$ cat src/hdl/pmt_pkg.sv
// Package for the 8-bit period match timer: register map, fields, resets.
// Assumes a plain register port with one-cycle read latency.
package pmt_pkg;
   localparam int unsigned CLK_HZ        = 100_000_000;
   localparam logic [1:0]  ADDR_CONTROL  = 2'h0;
   localparam logic [1:0]  ADDR_COUNT    = 2'h1;
   localparam logic [1:0]  ADDR_PERIOD   = 2'h2;
   localparam logic [1:0]  ADDR_IRQ      = 2'h3;
   localparam logic [7:0]  COUNT_RESET   = 8'h00;
   localparam logic [7:0]  PERIOD_RESET  = 8'hff;
   localparam logic [6:0]  CONTROL_RESET = 7'h00;
   localparam int unsigned INSTR_DIV     = 4;
   localparam logic [5:0]  PRE_LAST_1    = 6'h00;
   localparam logic [5:0]  PRE_LAST_4    = 6'h03;
   localparam logic [5:0]  PRE_LAST_16   = 6'h0f;
   localparam logic [5:0]  PRE_LAST_64   = 6'h3f;
   localparam logic [1:0]  INSTR_LAST    = 2'h3;
   localparam int unsigned CTRL_ON_BIT   = 2;
   localparam int unsigned IRQ_FLAG_BIT  = 0;
   localparam int unsigned IRQ_EN_BIT    = 1;
   localparam int unsigned IRQ_SLEEP_BIT = 2;
   localparam int unsigned IRQ_SPI_BIT   = 3;

   typedef struct packed {
      logic [3:0] postscaleSelect;
      logic       timerOn;
      logic [1:0] prescaleSelect;
   } pmt_control_t;

   typedef struct packed {
      logic [1:0] addr;
      logic [7:0] wdata;
      logic       wr;
      logic       rd;
   } pmt_bus_t;
endpackage

$ cat src/hdl/pmt_prescaler.sv
// Prescaler: divides instruction ticks by 1, 4, 16 or 64.
// Assumes tickIn is a one-cycle pulse in the system clock domain.
`timescale 1ns/10ps
`default_nettype none
module pmt_prescaler (
   input  wire logic       clock,
   input  wire logic       rst_n,
   input  wire logic       clear,
   input  wire logic       tickIn,
   input  wire logic [1:0] prescaleSelect,
   output logic            tickOut
);
   typedef struct packed {
      logic [5:0] count;
   } pmt_pre_state_t;

   pmt_pre_state_t state_r;
   pmt_pre_state_t state_nxt;
   logic [5:0]     lastCount;

   // Terminal count for the selected ratio
   always_comb begin
      unique case (prescaleSelect)
         2'h0: lastCount = pmt_pkg::PRE_LAST_1;
         2'h1: lastCount = pmt_pkg::PRE_LAST_4;
         2'h2: lastCount = pmt_pkg::PRE_LAST_16;
         2'h3: lastCount = pmt_pkg::PRE_LAST_64;
      endcase
   end

   assign tickOut = tickIn && (state_r.count >= lastCount);

   // Next-state of the divider
   always_comb begin
      state_nxt = state_r;
      if (clear) begin
         state_nxt.count = 6'h00;
      end else if (tickIn) begin
         state_nxt.count = tickOut ? 6'h00 : state_r.count + 6'h01;
      end
   end

   // State register
   always_ff @(posedge clock or negedge rst_n) begin
      if (!rst_n) begin
         state_r <= '0;
      end else begin
         state_r <= state_nxt;
      end
   end
endmodule
`default_nettype wire

$ cat src/hdl/pmt_postscaler.sv
// Postscaler: counts match pulses, fires every (select+1) matches.
// Assumes matchIn is a one-cycle pulse.
`timescale 1ns/10ps
`default_nettype none
module pmt_postscaler (
   input  wire logic       clock,
   input  wire logic       rst_n,
   input  wire logic       clear,
   input  wire logic       matchIn,
   input  wire logic [3:0] postscaleSelect,
   output logic            fire
);
   typedef struct packed {
      logic [3:0] count;
   } pmt_post_state_t;

   pmt_post_state_t state_r;
   pmt_post_state_t state_nxt;

   assign fire = matchIn && (state_r.count >= postscaleSelect);

   // Next-state of the match counter
   always_comb begin
      state_nxt = state_r;
      if (clear) begin
         state_nxt.count = 4'h0;
      end else if (matchIn) begin
         state_nxt.count = fire ? 4'h0 : state_r.count + 4'h1;
      end
   end

   // State register
   always_ff @(posedge clock or negedge rst_n) begin
      if (!rst_n) begin
         state_r <= '0;
      end else begin
         state_r <= state_nxt;
      end
   end
endmodule
`default_nettype wire

$ cat src/hdl/pmt_timer.sv
// Top of the 8-bit period match timer with control, count and period regs.
// Assumes a plain register port; the system clock is the oscillator.
//
// Notes on behaviour
// - The timer ticks at the instruction rate, one quarter of the clock, via the prescaler.
// - Prescale select codes 0..3 divide the instruction tick by 1, 4, 16 or 64.
// - Each prescaled tick compares count with period and pulses the match output on equality.
// - A match loads zero into the count instead of incrementing and advances the postscaler.
// - Reset clears the count and sets the period to all ones.
// - Writes to the count or control register and any reset clear both scalers.
// - Writing the control register leaves the count untouched.
// - The postscaler counts matches and sets a sticky match flag at its terminal count.
// - The interrupt request is forwarded only while the match enable bit is one.
// - Postscale code n gives a ratio of 1:(n+1), from 1:1 to 1:16.
// - The unscaled match pulse is offered to the capture/compare/PWM logic.
// - The match pulse can be selected as the serial port shift clock in SPI mode.
// - In Sleep the timer stops and the count and period keep their values.
// - Count and period are readable and writable at any time.
// - The period is the period value plus one prescaled ticks.
`timescale 1ns/10ps
`default_nettype none
module pmt_timer (
   input  wire logic       clock,
   input  wire logic       rst_n,
   input  wire logic [1:0] regAddr,
   input  wire logic [7:0] regWdata,
   input  wire logic       regWrite,
   input  wire logic       regRead,
   output logic      [7:0] regRdata,
   input  wire logic       sleepMode,
   output logic            matchPulse,
   output logic            ccpTimeBase,
   output logic            spiShiftClock,
   output logic            matchIrq
);
   typedef struct packed {
      pmt_pkg::pmt_control_t control;
      logic [7:0]            count;
      logic [7:0]            period;
      logic                  irqFlag;
      logic                  irqEnable;
      logic                  spiSelect;
      logic [1:0]            instrDiv;
      logic [7:0]            rdata;
   } pmt_state_t;

   pmt_state_t       state_r;
   pmt_state_t       state_nxt;
   pmt_pkg::pmt_bus_t bus;
   logic             instrTick;
   logic             preTick;
   logic             scalerClear;
   logic             postFire;
   logic             countWrite;
   logic             controlWrite;
   logic             irqWrite;
   logic             periodWrite;

   // Write strobe decode for one register index
   function automatic logic wrHit(input pmt_pkg::pmt_bus_t b, input logic [1:0] a);
      return b.wr && (b.addr == a);
   endfunction

   assign bus = '{addr: regAddr, wdata: regWdata, wr: regWrite, rd: regRead};

   // Address decode of write strobes
   assign controlWrite = wrHit(bus, pmt_pkg::ADDR_CONTROL);
   assign countWrite   = wrHit(bus, pmt_pkg::ADDR_COUNT);
   assign periodWrite  = wrHit(bus, pmt_pkg::ADDR_PERIOD);
   assign irqWrite     = wrHit(bus, pmt_pkg::ADDR_IRQ);
   assign scalerClear  = controlWrite || countWrite;

   // Instruction tick, gated by enable and Sleep
   assign instrTick = (state_r.instrDiv == pmt_pkg::INSTR_LAST)
                      && state_r.control.timerOn && !sleepMode;

   // Match only on a prescaled tick with equal values
   assign matchPulse    = preTick && (state_r.count == state_r.period);
   assign ccpTimeBase   = matchPulse;
   assign spiShiftClock = state_r.spiSelect && matchPulse;
   assign matchIrq      = state_r.irqFlag && state_r.irqEnable;
   assign regRdata      = state_r.rdata;

   pmt_prescaler u_pre (
      .clock          (clock),
      .rst_n          (rst_n),
      .clear          (scalerClear),
      .tickIn         (instrTick),
      .prescaleSelect (state_r.control.prescaleSelect),
      .tickOut        (preTick)
   );

   pmt_postscaler u_post (
      .clock           (clock),
      .rst_n           (rst_n),
      .clear           (scalerClear),
      .matchIn         (matchPulse),
      .postscaleSelect (state_r.control.postscaleSelect),
      .fire            (postFire)
   );

   // Next-state: counter, registers and read data
   always_comb begin
      state_nxt = state_r;
      if (!sleepMode) begin
         state_nxt.instrDiv = state_r.instrDiv + 2'h1;
      end
      if (matchPulse) begin
         state_nxt.count = pmt_pkg::COUNT_RESET;
      end else if (preTick) begin
         state_nxt.count = state_r.count + 8'h01;
      end
      if (countWrite) begin
         state_nxt.count = bus.wdata;
      end
      if (periodWrite) begin
         state_nxt.period = bus.wdata;
      end
      if (controlWrite) begin
         state_nxt.control = bus.wdata[6:0];
      end
      if (irqWrite) begin
         state_nxt.irqFlag   = bus.wdata[pmt_pkg::IRQ_FLAG_BIT];
         state_nxt.irqEnable = bus.wdata[pmt_pkg::IRQ_EN_BIT];
         state_nxt.spiSelect = bus.wdata[pmt_pkg::IRQ_SPI_BIT];
      end
      if (postFire) begin
         state_nxt.irqFlag = 1'b1;
      end
      state_nxt.rdata = 8'h00;
      if (bus.rd) begin
         unique case (bus.addr)
            pmt_pkg::ADDR_CONTROL: state_nxt.rdata = {1'b0, state_r.control};
            pmt_pkg::ADDR_COUNT:   state_nxt.rdata = state_r.count;
            pmt_pkg::ADDR_PERIOD:  state_nxt.rdata = state_r.period;
            pmt_pkg::ADDR_IRQ:     state_nxt.rdata = {4'h0, state_r.spiSelect, sleepMode,
                                                      state_r.irqEnable, state_r.irqFlag};
         endcase
      end
   end

   // State register with reset values
   always_ff @(posedge clock or negedge rst_n) begin
      if (!rst_n) begin
         state_r           <= '0;
         state_r.count     <= pmt_pkg::COUNT_RESET;
         state_r.period    <= pmt_pkg::PERIOD_RESET;
         state_r.control   <= pmt_pkg::CONTROL_RESET;
      end else begin
         state_r <= state_nxt;
      end
   end
endmodule
`default_nettype wire

$ cat config.mk
export PLATFORM = sky130hd
export DESIGN_NAME = pmt_timer
export DESIGN_NICKNAME = d
export VERILOG_FILES = /design/src/hdl/pmt_pkg.sv /design/src/hdl/pmt_prescaler.sv /design/src/hdl/pmt_postscaler.sv /design/src/hdl/pmt_timer.sv
export SDC_FILE = /design/constraint.sdc
export NUM_CORES = 1
export LEC_CHECK = 0
export BUFFER_PORTS_ARGS = -buffer_cell sky130_fd_sc_hd__buf_2
export CAP_MARGIN = 15
export CORE_ASPECT_RATIO = 2
export CORE_MARGIN = 5
export CORE_UTILIZATION = 59
export DETAILED_ROUTE_END_ITERATION = 6
export PLACE_DENSITY = 0.8
export SLEW_MARGIN = 10
export SYNTH_ARGS = -nofsm -noshare
export SYNTH_HDL_FRONTEND = slang
export SYNTH_SLANG_ARGS = --single-unit
$ cat constraint.sdc
create_clock -name clock -period 2.9 [get_ports clock]
set_clock_uncertainty 0.2 [all_clocks]
set_input_delay 0.58 -clock clock [delete_from_list [all_inputs] [get_ports clock]]
set_output_delay 0.58 -clock clock [all_outputs]
set_load 0.05 [all_outputs]
==> summary.md, run 1 <==
The run finished with clean final reports. The floorplan step set the die height to 106 µm. Detailed placement ended at an HPWL of 5170 µm. Of all flip-flops after synthesis, the portion carrying an async set or reset was 100%. With fillers left out, the area of the finished cells amounts to 3090 µm². In the final routed layout, each cell accounts on average for 19.6 µm. Most instantiated flip-flop cell in the synthesis netlist: dfrtp_1. In this run switching power makes up 34.8% of total power. The post-route netlist has 29.2% of its cells at a drive strength greater than 1. The congestion estimate from routability-driven global placement came to 0.902. The detail route stage leaves a number of antenna-violating nets equal to 0.

The logs give 0 for the max-slew violation count and 297 for the synthesized netlist net count. The share of total power dissipated in combinational logic is 31.4%. The tools report the netlist area before placement as 2710 µm². The power density over cell area was 631 nW/µm²; the number of sinks handled by clock tree synthesis was 46.

Library cell contributing the largest single delay on the critical path: dfrtp_1. The number of placed instances, taps included, is 345. On the worst path, the slowest cell contributes a delay of 0.39 ns.

The wire length after detailed routing is 6990 µm, and the cell area after placement is 2930 µm². In this run, flip-flops and latches consume 43.7% of the power. IR analysis of the VDD net gives a maximum drop of 0.564 mV. The worst register-to-register path begins at u_post.state_r[0]. The final-stage net count is 329. The repair_antennas step left the layout with diodes totalling 0. The critical path goes through or2_4 > ha_4 > nand2b_1 > a21o_1 > a21oi_2 > nor2_4 > and2_4 > buf_8. For the finished layout, the period the worst path requires is 2.83 ns.

Dividing the detail-routed via count by the number of cells gives 6.33. Setup repair after global routing left no endpoint under its margin. The initial utilization of the core area, before any placement, comes to 59.6%. The critical path is of the register to output pin type.

After detailed routing, the number of remaining DRC violations is 0. For flop-to-flop paths, the worst setup slack is 0.47 ns. The sort of element at the end of the critical path is an output pin.

The cell count of the worst reg-to-reg path was 7. The clock reaches the later pin of the worst-skew pair after 0.31 ns. For the wire length on met1, the log shows 2340 µm. Achievable frequency: 353 MHz. The total overflow reported by the global router came out at 0. The internal power came out at 0.00127 W. For the via count of the first global-routing pass, the log shows 2,305. The leakage component of the power was 1.39 nW.

Clock-pin slew was measured on the worst setup and hold paths at 0.09 ns. The startpoint type of the worst setup path was a register. TritonCTS built the clock tree. STA puts the critical path data required time at 2.12 ns.

Number of enable flip-flop cells after synthesis: 0. The min-delay analysis places its worst path in the category input port to async pin. In the layout the commonest cells are dfrtp_1 (38), buf_2 (25), nand2_1 (24). The sequential element share of the synthesized area is 42.8%, and the met2 layer wire length in the routed design is 3830 µm.

The root buffer cell chosen for the clock tree is clkbuf_8. The chip width came out at 58.0 µm. The number of warnings printed during yosys synthesis was 0; the number of rows in the core area was 35. Detailed routing inserted a total of 2,254 vias. Summed over all failing endpoints, the final setup total negative slack is 0 ns.

Most frequent standard cell in the layout excluding fill and tap cells: dfrtp_1. The endpoint identified for the worst register-to-register timing path is u_post.state_r[2]. Counting the buffers created by CTS gives 5. The first global-routing pass estimated 11,300 µm of wire.

The final count of negative-setup-slack endpoints came out at 0. The initial antenna violation count is 0. The level count of the clock H-tree is 2, and the pin count of the biggest net entering global routing is 45. The tools report the non-filler instance count after layout as 356. The final number of hold-violating endpoints was 0; the post-route clock period utilization was 97.6%. From synthesis to final layout, the design area changed by 13.9%. Unique cell type count in the Yosys netlist: 43. The core area was 4550 µm²; the die area was 6140 µm².

For this run, the total global-route usage over all layers was measured as 24.4%. The layout filler cell count is 388, and the mean area per synthesized cell is 10.1 µm². The part of the power in the clock network is 25.0%.

Net switching power: 0.000679 W. In this run, synthesis produced a sequential element count of 46. The synthesized instance count was 268; the worst hold slack was 0.226 ns.

The number of buffer cells added on primary ports works out to 26. In this run the tightest slew margin relative to its limit is 34.2%. In this run the worst path has a maximum fanout of 4.

The actual slew at the worst max-slew pin was 0.987 ns. The logs give 4 for the first-pass iteration count of the detailed router and 2.05 ns for the critical path arrival. The uppermost layer routed is met4.

In this run the deepest clock path goes through 2 buffers. The detailed router's first-iteration violation count was 54; the wire length on met3 was 343 µm. The top-level I/O count came out at 27. The total of max-cap violations came out at 0.
registers in the layout, summed over array words and instances (netlist names):
signal	flops
regRdata	8
u_post.state_r	4
u_pre.state_r	6
state_r	28
cell type report:
type / instances / area [µm²] / share of cell area [%]
multi-input cells: 194 / 1440 / 46.4
flip-flops and latches: 46 / 1160 / 37.6
repair buffers: 45 / 283 / 9.15
clock buffers: 5 / 68.8 / 2.23
well taps: 55 / 68.8 / 2.23
clock inverters: 3 / 43.8 / 1.42
inverters: 8 / 30.0 / 0.972
cell usage after synthesis (2+ instances only):
| master | count | area (µm²) |
|---|---|---|
| dfrtp_1 | 38 | 951 |
| nand2_1 | 24 | 90.1 |
| nor2_1 | 17 | 63.8 |
| ha_1 | 14 | 175 |
| mux2_2 | 14 | 158 |
| o21ai_0 | 12 | 60.1 |
| a21oi_1 | 11 | 55.1 |
| nand3_1 | 11 | 55.1 |
| and2_1 | 9 | 56.3 |
| buf_4 | 9 | 67.6 |
| clkbuf_1 | 9 | 33.8 |
| xor2_1 | 9 | 78.8 |
| a31oi_1 | 8 | 50.1 |
| dfstp_2 | 8 | 210 |
| inv_1 | 8 | 30.0 |
| nand4_1 | 7 | 43.8 |
| o31ai_1 | 7 | 52.6 |
| mux2i_1 | 6 | 60.1 |
| and3_1 | 5 | 31.3 |
| nor3_1 | 5 | 25.0 |
| mux4_2 | 4 | 90.1 |
| nor2b_1 | 4 | 25.0 |
| nand2b_1 | 3 | 18.8 |
| a211oi_1 | 2 | 15.0 |
| a21boi_0 | 2 | 15.0 |
| a21o_1 | 2 | 15.0 |
| nand4b_1 | 2 | 17.5 |
| nor4_4 | 2 | 42.5 |
| or2_2 | 2 | 12.5 |
power groups by stage:
stage | logic [W] | clock network (W) | registers, W
finish | 0.000612 | 0.000487 | 0.000852
global route | 0.000667 | 0.000523 | 0.000859
CTS | 0.000613 | 0.000498 | 0.000848
global placement | 0.000563 | 0 | 0.000857
floorplan | 0.000433 | 0 | 0.000834
detailed placement | 0.000586 | 0 | 0.000861
per-layer routing:
layer	GRT usage, %	vias up
met1	25.1	1095
met5	0	-
met4	16.9	0
met3	3.40	37
li1	-	1024
met2	43.3	98
metrics by stage:
step,setup WS (ns),util [%],total power [W]
after floorplan,0.00620,-,0.00127
after global placement,0.167,64.3,0.00142
after detailed placement,0.128,64.3,0.00145
after CTS,0.0553,67.9,0.00196
after global routing,0.00392,67.9,0.00205
final,0.0684,67.9,0.00195
what timing repair did:
action / CTS / global route
hold buffers: 0 / 0
pin swaps: 4 / 0
cloned: 0 / 0
gates resized for setup: 6 / 1
setup endpoints to repair: 3 / 3
buffers inserted: 3 / 0
worst max-delay path by stage:
| stage | startpoint | end | slack (ns) | depth (start not counted) |
|---|---|---|---|---|
| global route | state_r[30] | spiShiftClock | 0.004 | 8 |
| detailed placement | state_r[29] | spiShiftClock | 0.13 | 8 |
| floorplan | state_r[19] | spiShiftClock | 0.006 | 5 |
| CTS | state_r[30] | spiShiftClock | 0.06 | 9 |
| global placement | state_r[29] | spiShiftClock | 0.17 | 8 |
| finish | state_r[30] | spiShiftClock | 0.07 | 8 |
cell families after synthesis:
group | Yosys count | share of synthesized area (%)
fa+ha+maj | 14 | 6.45
buf+inv | 28 | 5.39
flops | 46 | 42.8
compound gates | 51 | 11.8
xor+xnor | 10 | 3.23
mux | 24 | 11.3
simple gates | 95 | 19.0
worst max-delay path: cells and delay by family (launching register included):
family	cells	cell delay [ns]
flip-flops	1	0.39
buffers and inverters	1	0.14
AO/OA/AOI/OAI	2	0.37
adder cells (fa/ha/maj)	1	0.21
AND/OR/NAND/NOR	4	0.63
(Power assumes the default switching activity.)
==> inputs of run 2 (changes only) <==
--- a/config.mk
+++ b/config.mk
@@ -5,13 +5,14 @@
 export SDC_FILE = /design/constraint.sdc
 export NUM_CORES = 1
 export LEC_CHECK = 0
+export ABC_AREA = 1
 export BUFFER_PORTS_ARGS = -buffer_cell sky130_fd_sc_hd__buf_2
 export CAP_MARGIN = 15
 export CORE_ASPECT_RATIO = 2
 export CORE_MARGIN = 5
 export CORE_UTILIZATION = 59
 export DETAILED_ROUTE_END_ITERATION = 6
-export PLACE_DENSITY = 0.8
+export PLACE_DENSITY_LB_ADDON = 0.15
 export SLEW_MARGIN = 10
 export SYNTH_ARGS = -nofsm -noshare
 export SYNTH_HDL_FRONTEND = slang
==> run 2 against run 1 <==
  * Critical path depth up 6
  * Critical endpoint unchanged
  * Count of clock-buffer cells in the layout up 1
  * Largest power group unchanged
  * Core utilization down 0.85 points
  * Clock power up 20%
  * Synthesized area up 4.1%
==> summary.md, run 2 <==
The run finished with clean final reports. The library cells used most frequently in the layout, excluding fill and tap cells, are nand2_1 (75), inv_1 (51), dfrtp_1 (38). The buffer depth of the longest clock path is 2 (unchanged), and the latest clock arrival within the worst-skew pair is 0.30 ns (about the same). Area of all placed cells without fillers: 3110 µm² (+0.65%). The most instantiated flip-flop cell in the synthesis netlist was dfrtp_1. Number of enable flip-flop cells after synthesis: 0 (unchanged). The final count of negative-setup-slack endpoints came out at 0 (unchanged).

The remaining antenna violation count came out at 0 (unchanged). Leaving out fill and tap cells, the most frequent cell in the layout is nand2_1. Post-route clock period utilization: 96.9% (-0.70 points). The setup path with the least slack is of type register to output pin.

The register bit count reported by yosys works out to 46 (unchanged). The number of sinks handled by clock tree synthesis came out at 46 (unchanged). The run gives 0 (unchanged) as the final number of hold-violating endpoints. The relative max-transition margin is 61.3% (+27 points), and the share of flip-flops with an asynchronous set or reset after synthesis is 100% (unchanged). Sort of element at the end of the critical path: an output pin. The mean area per synthesized cell was 8.01 µm² (-21%); the number of flip-flops under the largest register name was 28 (unchanged). The worst endpoint required time came out at 2.12 ns (about the same).

The share of layout cells above drive strength 1 was 19.7% (-9.6 points). The die height works out to 108 µm (+1.9%). Counting stages on the worst path, the most repeated cell is nand2_1. The library cell with the largest summed area after synthesis was dfrtp_1. Largest driver fanout on the critical path: 7 (+3). Clock transition time at the flip-flop clock pins of the worst setup and hold paths: 0.09 ns (about the same).

The total routing usage reported by global routing is 23.0% (-1.4 points). The via count of the first global-routing pass is 2,342 (+1.6%), and the unique cell type count in the Yosys netlist is 34 (-21%). The area taken by multi-input logic gates is 1320 µm² (-8.1%).

The tools report the total overflow reported by the global router as 0 (unchanged). The tools report the synthesized netlist net count as 382 (+29%). The count of unresolved DRC violations after routing is 0 (unchanged). Chip width: 58.9 µm (+1.7%). TritonCTS built the clock tree.

The CTS buffer count was 5 (unchanged). The share of the synthesized area in the top cell type is 33.6% (-1.4 points), and the core area is 4640 µm² (+1.9%). The setup slack after layout is 0.0888 ns (+0.0204 ns), and the number of buffer cells added on primary ports is 26 (unchanged).

For the HPWL after detailed placement, the log shows 4950 µm (-4.2%). In this run the worst hold path is classified as input port to async pin. The number of hold-repair buffers added at the cts stage came out at 0 (unchanged). The initial antenna violation count came out at 0 (unchanged). The detailed router's first-iteration violation count was 82 (+52%). The run gives 60.9% (+1.3 points) as the initial standard-cell utilization of the core. Clock tree synthesis selected as its root buffer the cell clkbuf_8. The max-slew violation count was 0 (unchanged); the sequential element share of the synthesized area was 41.1% (-1.7 points). The total of max-cap violations came out at 0 (unchanged). Traced cell by cell, the critical path runs through nor2_2 > inv_1 > ha_1 > inv_1 > nand2_1 > nand2_1 > nand2_1 > nand2_1 > nand2_2 > nand2_4 > nor2_8 > inv_4 > nor2_4 > buf_6. The signed area change from the synthesized netlist to the final layout was 10.0%; the actual slew at the worst max-slew pin was 0.581 ns (-0.407 ns). The storage element area was 1160 µm² (unchanged). Setup repair after global routing could not meet its margin everywhere. For the placed instance count, the log shows 420 (+22%). The top-level I/O count was 27 (unchanged); the die area was 6360 µm² (+3.6%). The leakage component of the power came out at 1.72 nW (+23%). The wire length after detailed routing is 6570 µm (-5.9%). By area the synthesized netlist is led by dfrtp_1 (34%), nand2_1 (10%), dfstp_2 (7.4%), inv_1 (6.8%), ha_1 (6.2%). The achievable frequency is 356 MHz (+0.73%).

The run gives 2,365 (+4.9%) as the total number of vias. The slowest stage of the critical path belongs to the cell dfrtp_1. The level count of the clock H-tree is 2 (unchanged), and the per-cell routed wire length is 15.3 µm (-22%).

The critical path arrival is 2.03 ns (-0.02 ns), and the post-route core utilization is 67.0% (-0.85 points). The most frequent cell after synthesis is nand2_1. The highest cell delay on the worst timing path is 0.44 ns (+0.05 ns).

The first-pass GRT wire length came out at 11,000 µm (-2.4%). The ratio of routed vias to standard cells was 5.49 (-13%); the number of diodes was 0 (unchanged). In the synthesized netlist, the cells that appear most often are nand2_1 (76), inv_1 (51), dfrtp_1 (38), nand3_1 (26), nand4_1 (20). For the maximum ir drop on the vdd rail, the log shows 0.499 mV (-12%). The non-filler instance count after layout is 431 (+21%), and the cell area after placement is 2920 µm² (-0.17%).

The layout filler cell count was 440 (+13%). The netlist area before placement is 2830 µm² (+4.1%), and the post-route minimum period is 2.81 ns (-0.0204 ns). The final-stage net count is 404 (+23%).

The run gives 4 (unchanged) as the first-pass iteration count of the detailed router. The synthesized instance count is 353 (+32%). Cell count of the worst reg-to-reg path: 11 (+4). The number of warnings printed during yosys synthesis came out at 0 (unchanged). STA classifies the critical path startpoint as a register. The tools report the pin count of the biggest net entering global routing as 47 (+4.4%). Number of rows in the core area: 35 (unchanged).

The tools report the worst slack at placement as 0.281 ns (+0.152 ns). The power density over cell area works out to 691 nW/µm² (+9.4%). Ranked by flip-flop count, first place goes to state_r.

The tools report the global placer's final weighted congestion as 0.904 (+0.24%).
## run 2: cell count changes in the layout (fill, tap and decap cells not counted), sizes merged, moves of 7 or more
cell | before | now
nand2 | 25 | 84
nand4 | 7 | 20
mux2 | 14 | 1
inv | 9 | 58
and2 | 9 | 1
o31ai | 7 | 0
a31oi | 8 | 1
buf | 45 | 31
o21ai | 13 | 31
nand3 | 11 | 26
## run 2: layout make-up
type                    instances  share of cell area, %
multi-input cells             230                   42.4
flip-flops and latches         46                   37.3
inverters                      59                   7.24
repair buffers                 33                   6.23
clock buffers                   6                   2.65
well taps                      55                   2.21
clock inverters                 2                   1.93
## run 2: metal layers
layer / vias to the layer above / GRT usage, % / part of all wire (%)
met5: - / 0 / 0
met4: 0 / 10.0 / 4.1
met3: 20 / 3.00 / 2.9
met2: 48 / 42.2 / 55
met1: 1119 / 25.1 / 38
li1: 1178 / - / -
## run 2: report_power, final
| part | internal (W) | switching (W) |
|---|---|---|
| sequential | 0.000777 | 0.000145 |
| clock | 0.000368 | 0.000219 |
| combinational | 0.000246 | 0.000394 |
## run 2: cell families (layout without fill, tap and decap cells)
| group | after synthesis | after routing | share of synthesized area [%] |
|---|---|---|---|
| AOI/OAI and AO/OA | 48 | 48 | 9.43 |
| xor gates and xnor gates | 14 | 14 | 4.34 |
| adders and majority gates | 14 | 14 | 6.20 |
| buffers and inverters | 77 | 100 | 12.6 |
| DFF | 46 | 46 | 41.1 |
| muxes | 2 | 2 | 0.753 |
| and+or+nand+nor | 152 | 152 | 25.6 |
## run 2: through the flow
step / setup TNS (ns) / total power, W / hold WS [ns]
final: 0 / 0.00215 / 0.156
after global placement: 0 / 0.00154 / 0.260
after floorplan: 0 / 0.00142 / 0.0844
after global routing: -0.0383 / 0.00229 / 0.215
after detailed placement: 0 / 0.00156 / 0.270
after CTS: 0 / 0.00215 / 0.180
## run 2: path summary, 6_finish.rpt
kind | to | from | slack (ns)
worst max-delay path | spiShiftClock | state_r[30] | 0.09
worst min-delay path | regRdata[4] | rst_n | 0.16
worst max register to register | state_r[23] | state_r[30] | 0.70
worst min register to register | state_r[8] | state_r[8] | 0.28
max in group asynchronous | u_post.state_r[2] | rst_n | 1.95
min in group clock | state_r[8] | state_r[8] | 0.28
## run 2: timing repair
item                       4_1_cts  5_1_grt
pin swaps                        0        2
buffers inserted                 0        3
gates resized for setup          2        5
setup endpoints to repair        1        3
## run 2: critical path, delay by kind of cell, from the launching register on
kind	cells	cell delay, ns
and+or+nand+nor	9	0.70
DFF	1	0.44
buffers and inverters	4	0.30
adders and majority gates	1	0.27
